===== src/inc/mrasp_pkg.sv =====
// Constants, types and helpers shared by the multirange converter serial port
package mrasp_pkg;

    // Configuration byte layout, most significant bit first
    localparam int unsigned CFG_BITS      = 8;
    localparam int unsigned CFG_START_POS = 7;
    localparam int unsigned CFG_CH_HI     = 6;
    localparam int unsigned CFG_CH_LO     = 4;
    localparam int unsigned CFG_DIF_POS   = 3;
    localparam int unsigned CFG_RANGE_HI  = 2;
    localparam int unsigned CFG_RANGE_LO  = 0;

    // Widths and counts
    localparam int unsigned CH_W          = 3;
    localparam int unsigned RANGE_W       = 3;
    localparam int unsigned RESULT_BITS   = 14;
    localparam int unsigned CNT_W         = 4;
    localparam int unsigned NUM_CH_LARGE  = 8;
    localparam int unsigned NUM_CH_SMALL  = 4;
    localparam int unsigned SE_RANGES     = 7;
    localparam int unsigned DIF_RANGES    = 3;

    // Reset values
    localparam logic [RANGE_W-1:0]     RANGE_RST  = 3'h7;
    localparam logic                   DIF_RST    = 1'b0;
    localparam logic [RESULT_BITS-1:0] RESULT_RST = 14'h0000;

    // Counter constants at counter width
    localparam logic [CNT_W-1:0] CNT_ZERO      = 4'h0;
    localparam logic [CNT_W-1:0] CNT_ONE       = 4'h1;
    localparam logic [CNT_W-1:0] CNT_CFG_LAST  = 4'h7;
    localparam logic [CNT_W-1:0] CNT_RES_LAST  = 4'hd;

    // Serial port sequencer states
    typedef enum logic [1:0] {
        MRASP_IDLE,
        MRASP_HUNT,
        MRASP_CFG,
        MRASP_DATA
    } mrasp_state_t;

    // A range code is legal if it is one of the seven single-ended or three differential codes
    function automatic logic range_ok(input logic dif, input logic [RANGE_W-1:0] code);
        logic [RANGE_W:0] lim;
        lim = dif ? (RANGE_W+1)'(DIF_RANGES) : (RANGE_W+1)'(SE_RANGES);
        range_ok = (code != '0) && ({1'b0, code} <= lim);
    endfunction

endpackage


===== src/inc/mrasp_cfg_if.sv =====
// Link between the serial port sequencer and the per-channel configuration store
`timescale 1ns/100ps
interface mrasp_cfg_if;
    logic                             wr_en;
    logic [mrasp_pkg::CH_W-1:0]       wr_ch;
    logic                             wr_dif;
    logic [mrasp_pkg::RANGE_W-1:0]    wr_range;
    logic                             wr_taken;

    modport port (output wr_en, output wr_ch, output wr_dif, output wr_range, input wr_taken);
    modport store (input wr_en, input wr_ch, input wr_dif, input wr_range, output wr_taken);
endinterface


===== src/hw/mrasp_cfg_store.sv =====
// Per-channel configuration store: input mode and range for every analog channel
`timescale 1ns/100ps
module mrasp_cfg_store #(
    parameter int unsigned NUM_CH = mrasp_pkg::NUM_CH_LARGE
) (
    input  wire logic                              core_clk_i,
    input  wire logic                              rst_i,
    mrasp_cfg_if.store                             cfg,
    input  wire logic [mrasp_pkg::CH_W-1:0]        rd_ch_i,
    output logic                                   rd_dif_o,
    output logic [mrasp_pkg::RANGE_W-1:0]          rd_range_o
);

    logic                           dif_reg   [NUM_CH];
    logic [mrasp_pkg::RANGE_W-1:0]  range_reg [NUM_CH];
    logic                           accept;

    // Writes to a channel the variant lacks, or with an illegal range, are dropped
    assign accept       = cfg.wr_en && (32'(cfg.wr_ch) < NUM_CH)
                          && mrasp_pkg::range_ok(cfg.wr_dif, cfg.wr_range);
    assign cfg.wr_taken = accept;

    // One independent setting per channel
    always_ff @(posedge core_clk_i)
    begin
        for (int i = 0; i < NUM_CH; i++)
        begin
            if (rst_i)
            begin
                dif_reg[i]   <= mrasp_pkg::DIF_RST;
                range_reg[i] <= mrasp_pkg::RANGE_RST;
            end
            else if (accept && (32'(cfg.wr_ch) == i))
            begin
                dif_reg[i]   <= cfg.wr_dif; // 0 single-ended, 1 differential
                range_reg[i] <= cfg.wr_range;
            end
        end
    end

    // Registered readback of the channel being converted
    always_ff @(posedge core_clk_i)
    begin
        if (rst_i)
        begin
            rd_dif_o   <= mrasp_pkg::DIF_RST;
            rd_range_o <= mrasp_pkg::RANGE_RST;
        end
        else if (32'(rd_ch_i) < NUM_CH)
        begin
            rd_dif_o   <= dif_reg[rd_ch_i];
            rd_range_o <= range_reg[rd_ch_i];
        end
        else
        begin
            rd_dif_o   <= mrasp_pkg::DIF_RST;
            rd_range_o <= mrasp_pkg::RANGE_RST;
        end
    end

endmodule


===== src/hw/mrasp_serial_port.sv =====
// Serial host port of the multichannel 14-bit converter: config byte in, results out, ready strobe
//
// Functional notes
// - With chip select low, serial input is sampled on each rising shift clock edge.
// - With chip select low, serial output changes on each falling shift clock edge.
// - With chip select high, shift clock and serial input are ignored entirely.
// - With chip select high, serial output is released to high impedance.
// - In internal-clock mode the ready strobe rises when a result is ready.
// - In external-clock mode the ready strobe stays low.
// - The ready strobe is always driven, whatever chip select does.
// - Large variant has eight inputs (four pairs), small has four (two pairs).
// - Each channel keeps its own mode and one of seven or three ranges.
// - Each conversion result is a 14-bit successive-approximation value.
// - First logic one after chip select falls is the config byte start bit.
// - Config bits six to four pick the channel being configured.
// - Config bit three: zero single-ended, one differential for that channel.
`timescale 1ns/100ps
module mrasp_serial_port #(
    parameter int unsigned NUM_CH = mrasp_pkg::NUM_CH_LARGE
) (
    input  wire logic                                core_clk_i,
    input  wire logic                                rst_i,
    input  wire logic                                cs_n_i,
    input  wire logic                                sclk_i,
    input  wire logic                                din_i,
    output logic                                     dout_o,
    output logic                                     dout_oe_n_o,
    output logic                                     data_ready_strobe_o,
    input  wire logic                                int_clk_mode_i,
    input  wire logic [mrasp_pkg::RESULT_BITS-1:0]   result_i,
    input  wire logic                                result_valid_i,
    output logic                                     cfg_apply_o,
    output logic [mrasp_pkg::CH_W-1:0]               conv_ch_o,
    output logic                                     conv_dif_o,
    output logic [mrasp_pkg::RANGE_W-1:0]            conv_range_o
);

    // Pin synchronisers: first stage feeds only the second
    logic        cs_n_s1_reg;
    logic        cs_n_s2_reg;
    logic        sclk_s1_reg;
    logic        sclk_s2_reg;
    logic        din_s1_reg;
    logic        din_s2_reg;
    logic        sclk_d_reg;

    logic        sel;
    logic        sclk_rise;
    logic        sclk_fall;

    mrasp_pkg::mrasp_state_t state_reg;
    mrasp_pkg::mrasp_state_t state_next;

    logic [mrasp_pkg::CFG_BITS-1:0]    cfg_sh_reg;
    logic [mrasp_pkg::CFG_BITS-1:0]    cfg_sh_next;
    logic [mrasp_pkg::CNT_W-1:0]       bit_cnt_reg;
    logic [mrasp_pkg::RESULT_BITS-1:0] result_reg;
    logic [mrasp_pkg::RESULT_BITS-1:0] out_sh_reg;
    logic                              dout_reg;
    logic                              cfg_done;
    logic                              strobe_reg;
    logic [mrasp_pkg::CH_W-1:0]        conv_ch_reg;
    logic                              apply_reg;

    mrasp_cfg_if cfg_link ();

    // Two-stage synchronisers on every pin from the host
    always_ff @(posedge core_clk_i)
    begin
        if (rst_i)
        begin
            cs_n_s1_reg <= 1'b1;
            cs_n_s2_reg <= 1'b1;
            sclk_s1_reg <= 1'b0;
            sclk_s2_reg <= 1'b0;
            din_s1_reg  <= 1'b0;
            din_s2_reg  <= 1'b0;
        end
        else
        begin
            cs_n_s1_reg <= cs_n_i;
            cs_n_s2_reg <= cs_n_s1_reg;
            sclk_s1_reg <= sclk_i;
            sclk_s2_reg <= sclk_s1_reg;
            din_s1_reg  <= din_i;
            din_s2_reg  <= din_s1_reg;
        end
    end

    // Edge finder on the synchronised shift clock
    always_ff @(posedge core_clk_i)
    begin
        if (rst_i)
            sclk_d_reg <= 1'b0;
        else
            sclk_d_reg <= sclk_s2_reg;
    end

    // Edges only count while selected; otherwise the clock is ignored
    assign sel       = !cs_n_s2_reg;
    assign sclk_rise = sel && sclk_s2_reg && !sclk_d_reg;
    assign sclk_fall = sel && !sclk_s2_reg && sclk_d_reg;

    // Config byte is complete on the eighth rising edge counted from the start bit
    assign cfg_done    = (state_reg == mrasp_pkg::MRASP_CFG) && sclk_rise
                         && (bit_cnt_reg == mrasp_pkg::CNT_CFG_LAST);
    assign cfg_sh_next = {cfg_sh_reg[mrasp_pkg::CFG_BITS-2:0], din_s2_reg}; // MSB first

    // Next-state logic of the port sequencer
    always_comb
    begin
        state_next = state_reg;
        case (state_reg)
            mrasp_pkg::MRASP_IDLE:
                if (sel)
                    state_next = mrasp_pkg::MRASP_HUNT;
            mrasp_pkg::MRASP_HUNT:
                if (!sel)
                    state_next = mrasp_pkg::MRASP_IDLE;
                else if (sclk_rise && din_s2_reg)
                    state_next = mrasp_pkg::MRASP_CFG; // First one is the start bit
            mrasp_pkg::MRASP_CFG:
                if (!sel)
                    state_next = mrasp_pkg::MRASP_IDLE;
                else if (cfg_done)
                    state_next = mrasp_pkg::MRASP_DATA;
            mrasp_pkg::MRASP_DATA:
                if (!sel)
                    state_next = mrasp_pkg::MRASP_IDLE;
            default:
                state_next = mrasp_pkg::MRASP_IDLE;
        endcase
    end

    // Sequencer state register
    always_ff @(posedge core_clk_i)
    begin
        if (rst_i)
            state_reg <= mrasp_pkg::MRASP_IDLE;
        else
            state_reg <= state_next;
    end

    // Config shifter and bit counter, loaded by the start bit
    always_ff @(posedge core_clk_i)
    begin
        if (rst_i)
        begin
            cfg_sh_reg  <= '0;
            bit_cnt_reg <= mrasp_pkg::CNT_ZERO;
        end
        else if (state_reg == mrasp_pkg::MRASP_HUNT && sclk_rise && din_s2_reg)
        begin
            cfg_sh_reg  <= cfg_sh_next;            // Start bit lands at bit 0, ends at bit 7
            bit_cnt_reg <= mrasp_pkg::CNT_ONE;
        end
        else if (state_reg == mrasp_pkg::MRASP_CFG && sclk_rise)
        begin
            cfg_sh_reg  <= cfg_sh_next;            // Sample on rising edge
            bit_cnt_reg <= bit_cnt_reg + mrasp_pkg::CNT_ONE;
        end
        else if (state_reg == mrasp_pkg::MRASP_DATA && sclk_fall)
        begin
            if (bit_cnt_reg != mrasp_pkg::CNT_RES_LAST)
                bit_cnt_reg <= bit_cnt_reg + mrasp_pkg::CNT_ONE;
        end
        else if (state_reg == mrasp_pkg::MRASP_IDLE)
            bit_cnt_reg <= mrasp_pkg::CNT_ZERO;
    end

    // Write the finished byte into the per-channel store
    assign cfg_link.wr_en    = cfg_done;
    assign cfg_link.wr_ch    = cfg_sh_next[mrasp_pkg::CFG_CH_HI:mrasp_pkg::CFG_CH_LO];
    assign cfg_link.wr_dif   = cfg_sh_next[mrasp_pkg::CFG_DIF_POS];
    assign cfg_link.wr_range = cfg_sh_next[mrasp_pkg::CFG_RANGE_HI:mrasp_pkg::CFG_RANGE_LO];

    // Channel for the next conversion follows the last accepted byte
    always_ff @(posedge core_clk_i)
    begin
        if (rst_i)
        begin
            conv_ch_reg <= '0;
            apply_reg   <= 1'b0;
        end
        else
        begin
            apply_reg <= cfg_link.wr_taken;
            if (cfg_link.wr_taken)
                conv_ch_reg <= cfg_link.wr_ch;
        end
    end

    // Latest 14-bit conversion result from the converter core
    always_ff @(posedge core_clk_i)
    begin
        if (rst_i)
            result_reg <= mrasp_pkg::RESULT_RST;
        else if (result_valid_i)
            result_reg <= result_i;
    end

    // Result shifter: loaded at the end of the config byte, MSB out on falling edges
    always_ff @(posedge core_clk_i)
    begin
        if (rst_i)
        begin
            out_sh_reg <= mrasp_pkg::RESULT_RST;
            dout_reg   <= 1'b0;
        end
        else if (cfg_done)
        begin
            out_sh_reg <= result_reg;
            dout_reg   <= 1'b0;
        end
        else if (state_reg == mrasp_pkg::MRASP_DATA && sclk_fall)
        begin
            dout_reg   <= out_sh_reg[mrasp_pkg::RESULT_BITS-1];
            out_sh_reg <= {out_sh_reg[mrasp_pkg::RESULT_BITS-2:0], 1'b0};
        end
        else if (!sel)
            dout_reg <= 1'b0;
    end

    // Output driver enabled only while selected
    always_ff @(posedge core_clk_i)
    begin
        if (rst_i)
            dout_oe_n_o <= 1'b1;
        else
            dout_oe_n_o <= cs_n_s2_reg;         // Released when deselected
    end

    assign dout_o = dout_reg;

    // Ready strobe: set by a new result, cleared when the host selects the port
    always_ff @(posedge core_clk_i)
    begin
        if (rst_i)
            strobe_reg <= 1'b0;
        else if (!int_clk_mode_i)
            strobe_reg <= 1'b0;                 // Held low in external-clock mode
        else if (result_valid_i)
            strobe_reg <= 1'b1;                 // Set wins over the clear
        else if (sel)
            strobe_reg <= 1'b0;
    end

    assign data_ready_strobe_o = strobe_reg;    // Always driven, never released

    // Channel store, sized by variant
    mrasp_cfg_store #(
        .NUM_CH (NUM_CH)
    ) u_store (
        .core_clk_i (core_clk_i),
        .rst_i      (rst_i),
        .cfg        (cfg_link.store),
        .rd_ch_i    (conv_ch_reg),
        .rd_dif_o   (conv_dif_o),
        .rd_range_o (conv_range_o)
    );

    assign cfg_apply_o = apply_reg;
    assign conv_ch_o   = conv_ch_reg;

endmodule


===== config.mk =====
export PLATFORM = sky130hd
export DESIGN_NAME = mrasp_serial_port
export DESIGN_NICKNAME = d
export VERILOG_FILES = /design/src/inc/mrasp_pkg.sv /design/src/inc/mrasp_cfg_if.sv /design/src/hw/mrasp_cfg_store.sv /design/src/hw/mrasp_serial_port.sv
export SDC_FILE = /design/constraint.sdc
export NUM_CORES = 1
export LEC_CHECK = 0
export BUFFER_PORTS_ARGS = -buffer_cell sky130_fd_sc_hd__buf_2
export CAP_MARGIN = 20
export CELL_PAD_IN_SITES_DETAIL_PLACEMENT = 1
export CELL_PAD_IN_SITES_GLOBAL_PLACEMENT = 1
export CORE_ASPECT_RATIO = 2
export CORE_UTILIZATION = 43
export DETAILED_ROUTE_END_ITERATION = 16
export PLACE_DENSITY = 0.81
export SLEW_MARGIN = 20
export SYNTH_ARGS = -nofsm -noshare
export SYNTH_HDL_FRONTEND = slang
export SYNTH_HIERARCHICAL = 1
export SYNTH_SLANG_ARGS = --single-unit
export TNS_END_PERCENT = 50

===== constraint.sdc =====
create_clock -name core_clk_i -period 2.35 [get_ports core_clk_i]
set_input_delay 0.1175 -clock core_clk_i [delete_from_list [all_inputs] [get_ports core_clk_i]]
set_output_delay 0.1175 -clock core_clk_i [all_outputs]
set_load 0.005 [all_outputs]

==> metrics.txt <==
WL met1 3270 um; synthesis-to-layout area growth 15.6%; reg2reg end u_store/range_reg[5][0]; reg2reg start bit_cnt_reg[0]; Core Region 8950 um^2; top cell type by total area after synthesis dfxtp_1; CTS tree built; Max Clk Rate 448 MHz; die area 9570 um^2; Clock Latency Late Sink 0.34 ns; vias per cell 5.63; CP required 2.39 ns; register bit total from synthesis 90; Hold/Removal Path Class in2reg; Synth area leaders dfxtp_1 (29%), edfxtp_1 (24%), mux2i_1 (12%), nor2_1 (3.4%), mux4_2 (2.9%); RSZ-0062 raised after global routing yes; WHS 0.0130 ns; met2 WL post-DR 5790 um; Post-CTS Setup Inserts 0; EDFF count, synth 32; R2R cell count 8; first-pass GRT wire length 15200 um; slowest stage delay, CP 0.41 ns; period utilization 0.949; worst slew pin tran 0.690 ns; Final Skew 0.00796 ns; HP Start result_i[6]; routed vias 2815; Final Setup Violations 0; yosys warns 6; global route overflow 0; Storage cell area 2120 um^2; Syn Area/Cell 11.2 um^2; fin. max-slew vios 0; Die Ht 137 um; Worst Path Max Fanout 5; cell area power density 690 nW/um^2; max layer used met4; clock tree buffer depth 2; Routed WL 9680 um; Fill cells 974; Cells after Synth 352; Slew HR 0.539; fin crit period 2.23 ns; routed wl met3 197 um; Setup crit end u_store/range_reg[5][0]; root buffer cell clkbuf_16; Die Span X 69.7 um; Power, Total 3140 uW; Leak 0.00167 uW; num ports 32; share of layout cells above drive strength 1 0.198; asr flop ratio synth 0; largest net degree at the start of global routing 45; count of different cell masters after synthesis 50; Post-synth top cells dfxtp_1 (58), mux2i_1 (46), nor2_1 (36), edfxtp_1 (32), nand2_1 (28); DRC viols 0; nets 417; area of the multi-input gates 1700 um^2; CP Capture Type register; CP startpoint bit_cnt_reg[0]; DR pass1 iterations 4; worst vdd ir 0.000539 V; register area share after synthesis 0.539; initial core utilization 0.440; share of the synthesized area in the top cell type 0.295; WS Path Type reg2reg; crit path cell chain ha_1 > and3b_1 > nand3_1 > inv_1 > buf_4 > inv_2 > o32ai_2 > a21o_1; Num CTS Buffers 9; ant diodes 0; CP max stage cell dfxtp_1; clock sinks 90; Mapped Nets 376; Worst-path clk slew 0.06 ns; Arr. time, crit path 2.27 ns; Top FF cell, synth dfxtp_1; routed len/inst 19.4 um; vias in the first global route 2941; total track usage 0.215; top-count cell post-synth dfxtp_1; critical path startpoint category register; Detail Placement HPWL 7080 um; Synth Cell Area 3940 um^2; Detailed Route Iter0 Violations 69; r2r setup slk 0.12 ns; CP delay by family, top compound AO/OA/AOI/OAI gates; Worst path depth 8; number of flip-flops in the largest register 24; port buffer count 31; GPL Wtd Cong 0.891; Antenna Violating Nets Remaining 0; H-tree levels 3; Max-Cap Viols 0; crit path buf inv count 3; Fin. Hold Viols 0; Cell Rows 49; initial antenna violation count 0; status completed
[how the worst min path moves through the flow]
| stage | end | slack, ns | cells past startpoint |
|---|---|---|---|
| detailed placement | cs_n_s1_reg | 0.31 | 2 |
| global placement | cs_n_s1_reg | 0.30 | 2 |
| finish | result_reg[6] | 0.01 | 3 |
| CTS | result_reg[12] | 0.01 | 3 |
| floorplan | cs_n_s1_reg | 0.22 | 1 |
| global route | result_reg[6] | 0.02 | 3 |
[repair_timing]
action,4_1_cts,5_1_grt
hold buffers,3,0
gates resized for setup,0,1
endpoints found under the hold margin,3,0
endpoints found under the setup margin,0,4
[cell type report]
cell class / count / share of cell area
sequential: 90 / 0.466
clock inverter: 4 / 0.00962
clock buffer: 12 / 0.0519
multi-input combinational: 237 / 0.374
inverter: 6 / 0.00495
timing repair buffer: 49 / 0.0654
tap: 102 / 0.0280
[tightest hold or removal path: cells and delay by family]
| family | cells | cell delay (ns) |
|---|---|---|
| buffers and inverters | 1 | 0.07 |
| AND/OR/NAND/NOR | 1 | 0.07 |
| multiplexers | 1 | 0.06 |
[layer usage]
metal | vias to the layer above | GRT usage
li1 | 1366 | -
met1 | 1372 | 0.181
met2 | 51 | 0.446
met3 | 26 | 0.0380
met4 | 0 | 0.129
met5 | - | 0
[cell usage in the layout (no fill, tap or decap), types with 4 or more instances in the layout]
cell / synthesis / routed
mux4_2: 5 / 5
buf_2: 3 / 31
edfxtp_1: 32 / 32
nand3_1: 18 / 18
nor3_1: 11 / 11
nor2b_1: 11 / 11
o21ai_0: 6 / 6
nand2b_1: 5 / 5
dfxtp_1: 58 / 58
nor2_1: 36 / 36
a21oi_1: 10 / 10
mux2i_1: 46 / 46
a211oi_1: 14 / 14
clkbuf_16: 0 / 9
buf_4: 1 / 15
nand2_1: 28 / 28
inv_1: 4 / 4
[through the flow]
step	setup WS, ns	instances	area (um^2)	setup TNS, ns	utilization
6_report	0.120	500	4550	0	0.509
4_1_cts	0.173	500	4540	0	0.508
3_5_place_dp	0.190	481	4230	0	0.473
2_1_floorplan	0.0138	352	3940	0	-
3_3_place_gp	0.285	481	4230	0	0.473
5_1_grt	-0.0115	500	4550	-0.0617	0.509
[cells by family (layout without fill, tap and decap cells)]
family	after synthesis	in the layout	synth area share
DFF	90	90	0.539
buffers and inverters	25	71	0.0318
and+or+nand+nor	131	131	0.174
adders and majority gates	3	3	0.00953
muxes	51	51	0.145
AOI/OAI and AO/OA	52	52	0.101
[where the power goes]
part / switching, uW / internal, uW
registers: 14.5 / 1640
logic: 64.7 / 50.7
clock network: 561 / 817
(Power assumes the default switching activity.)
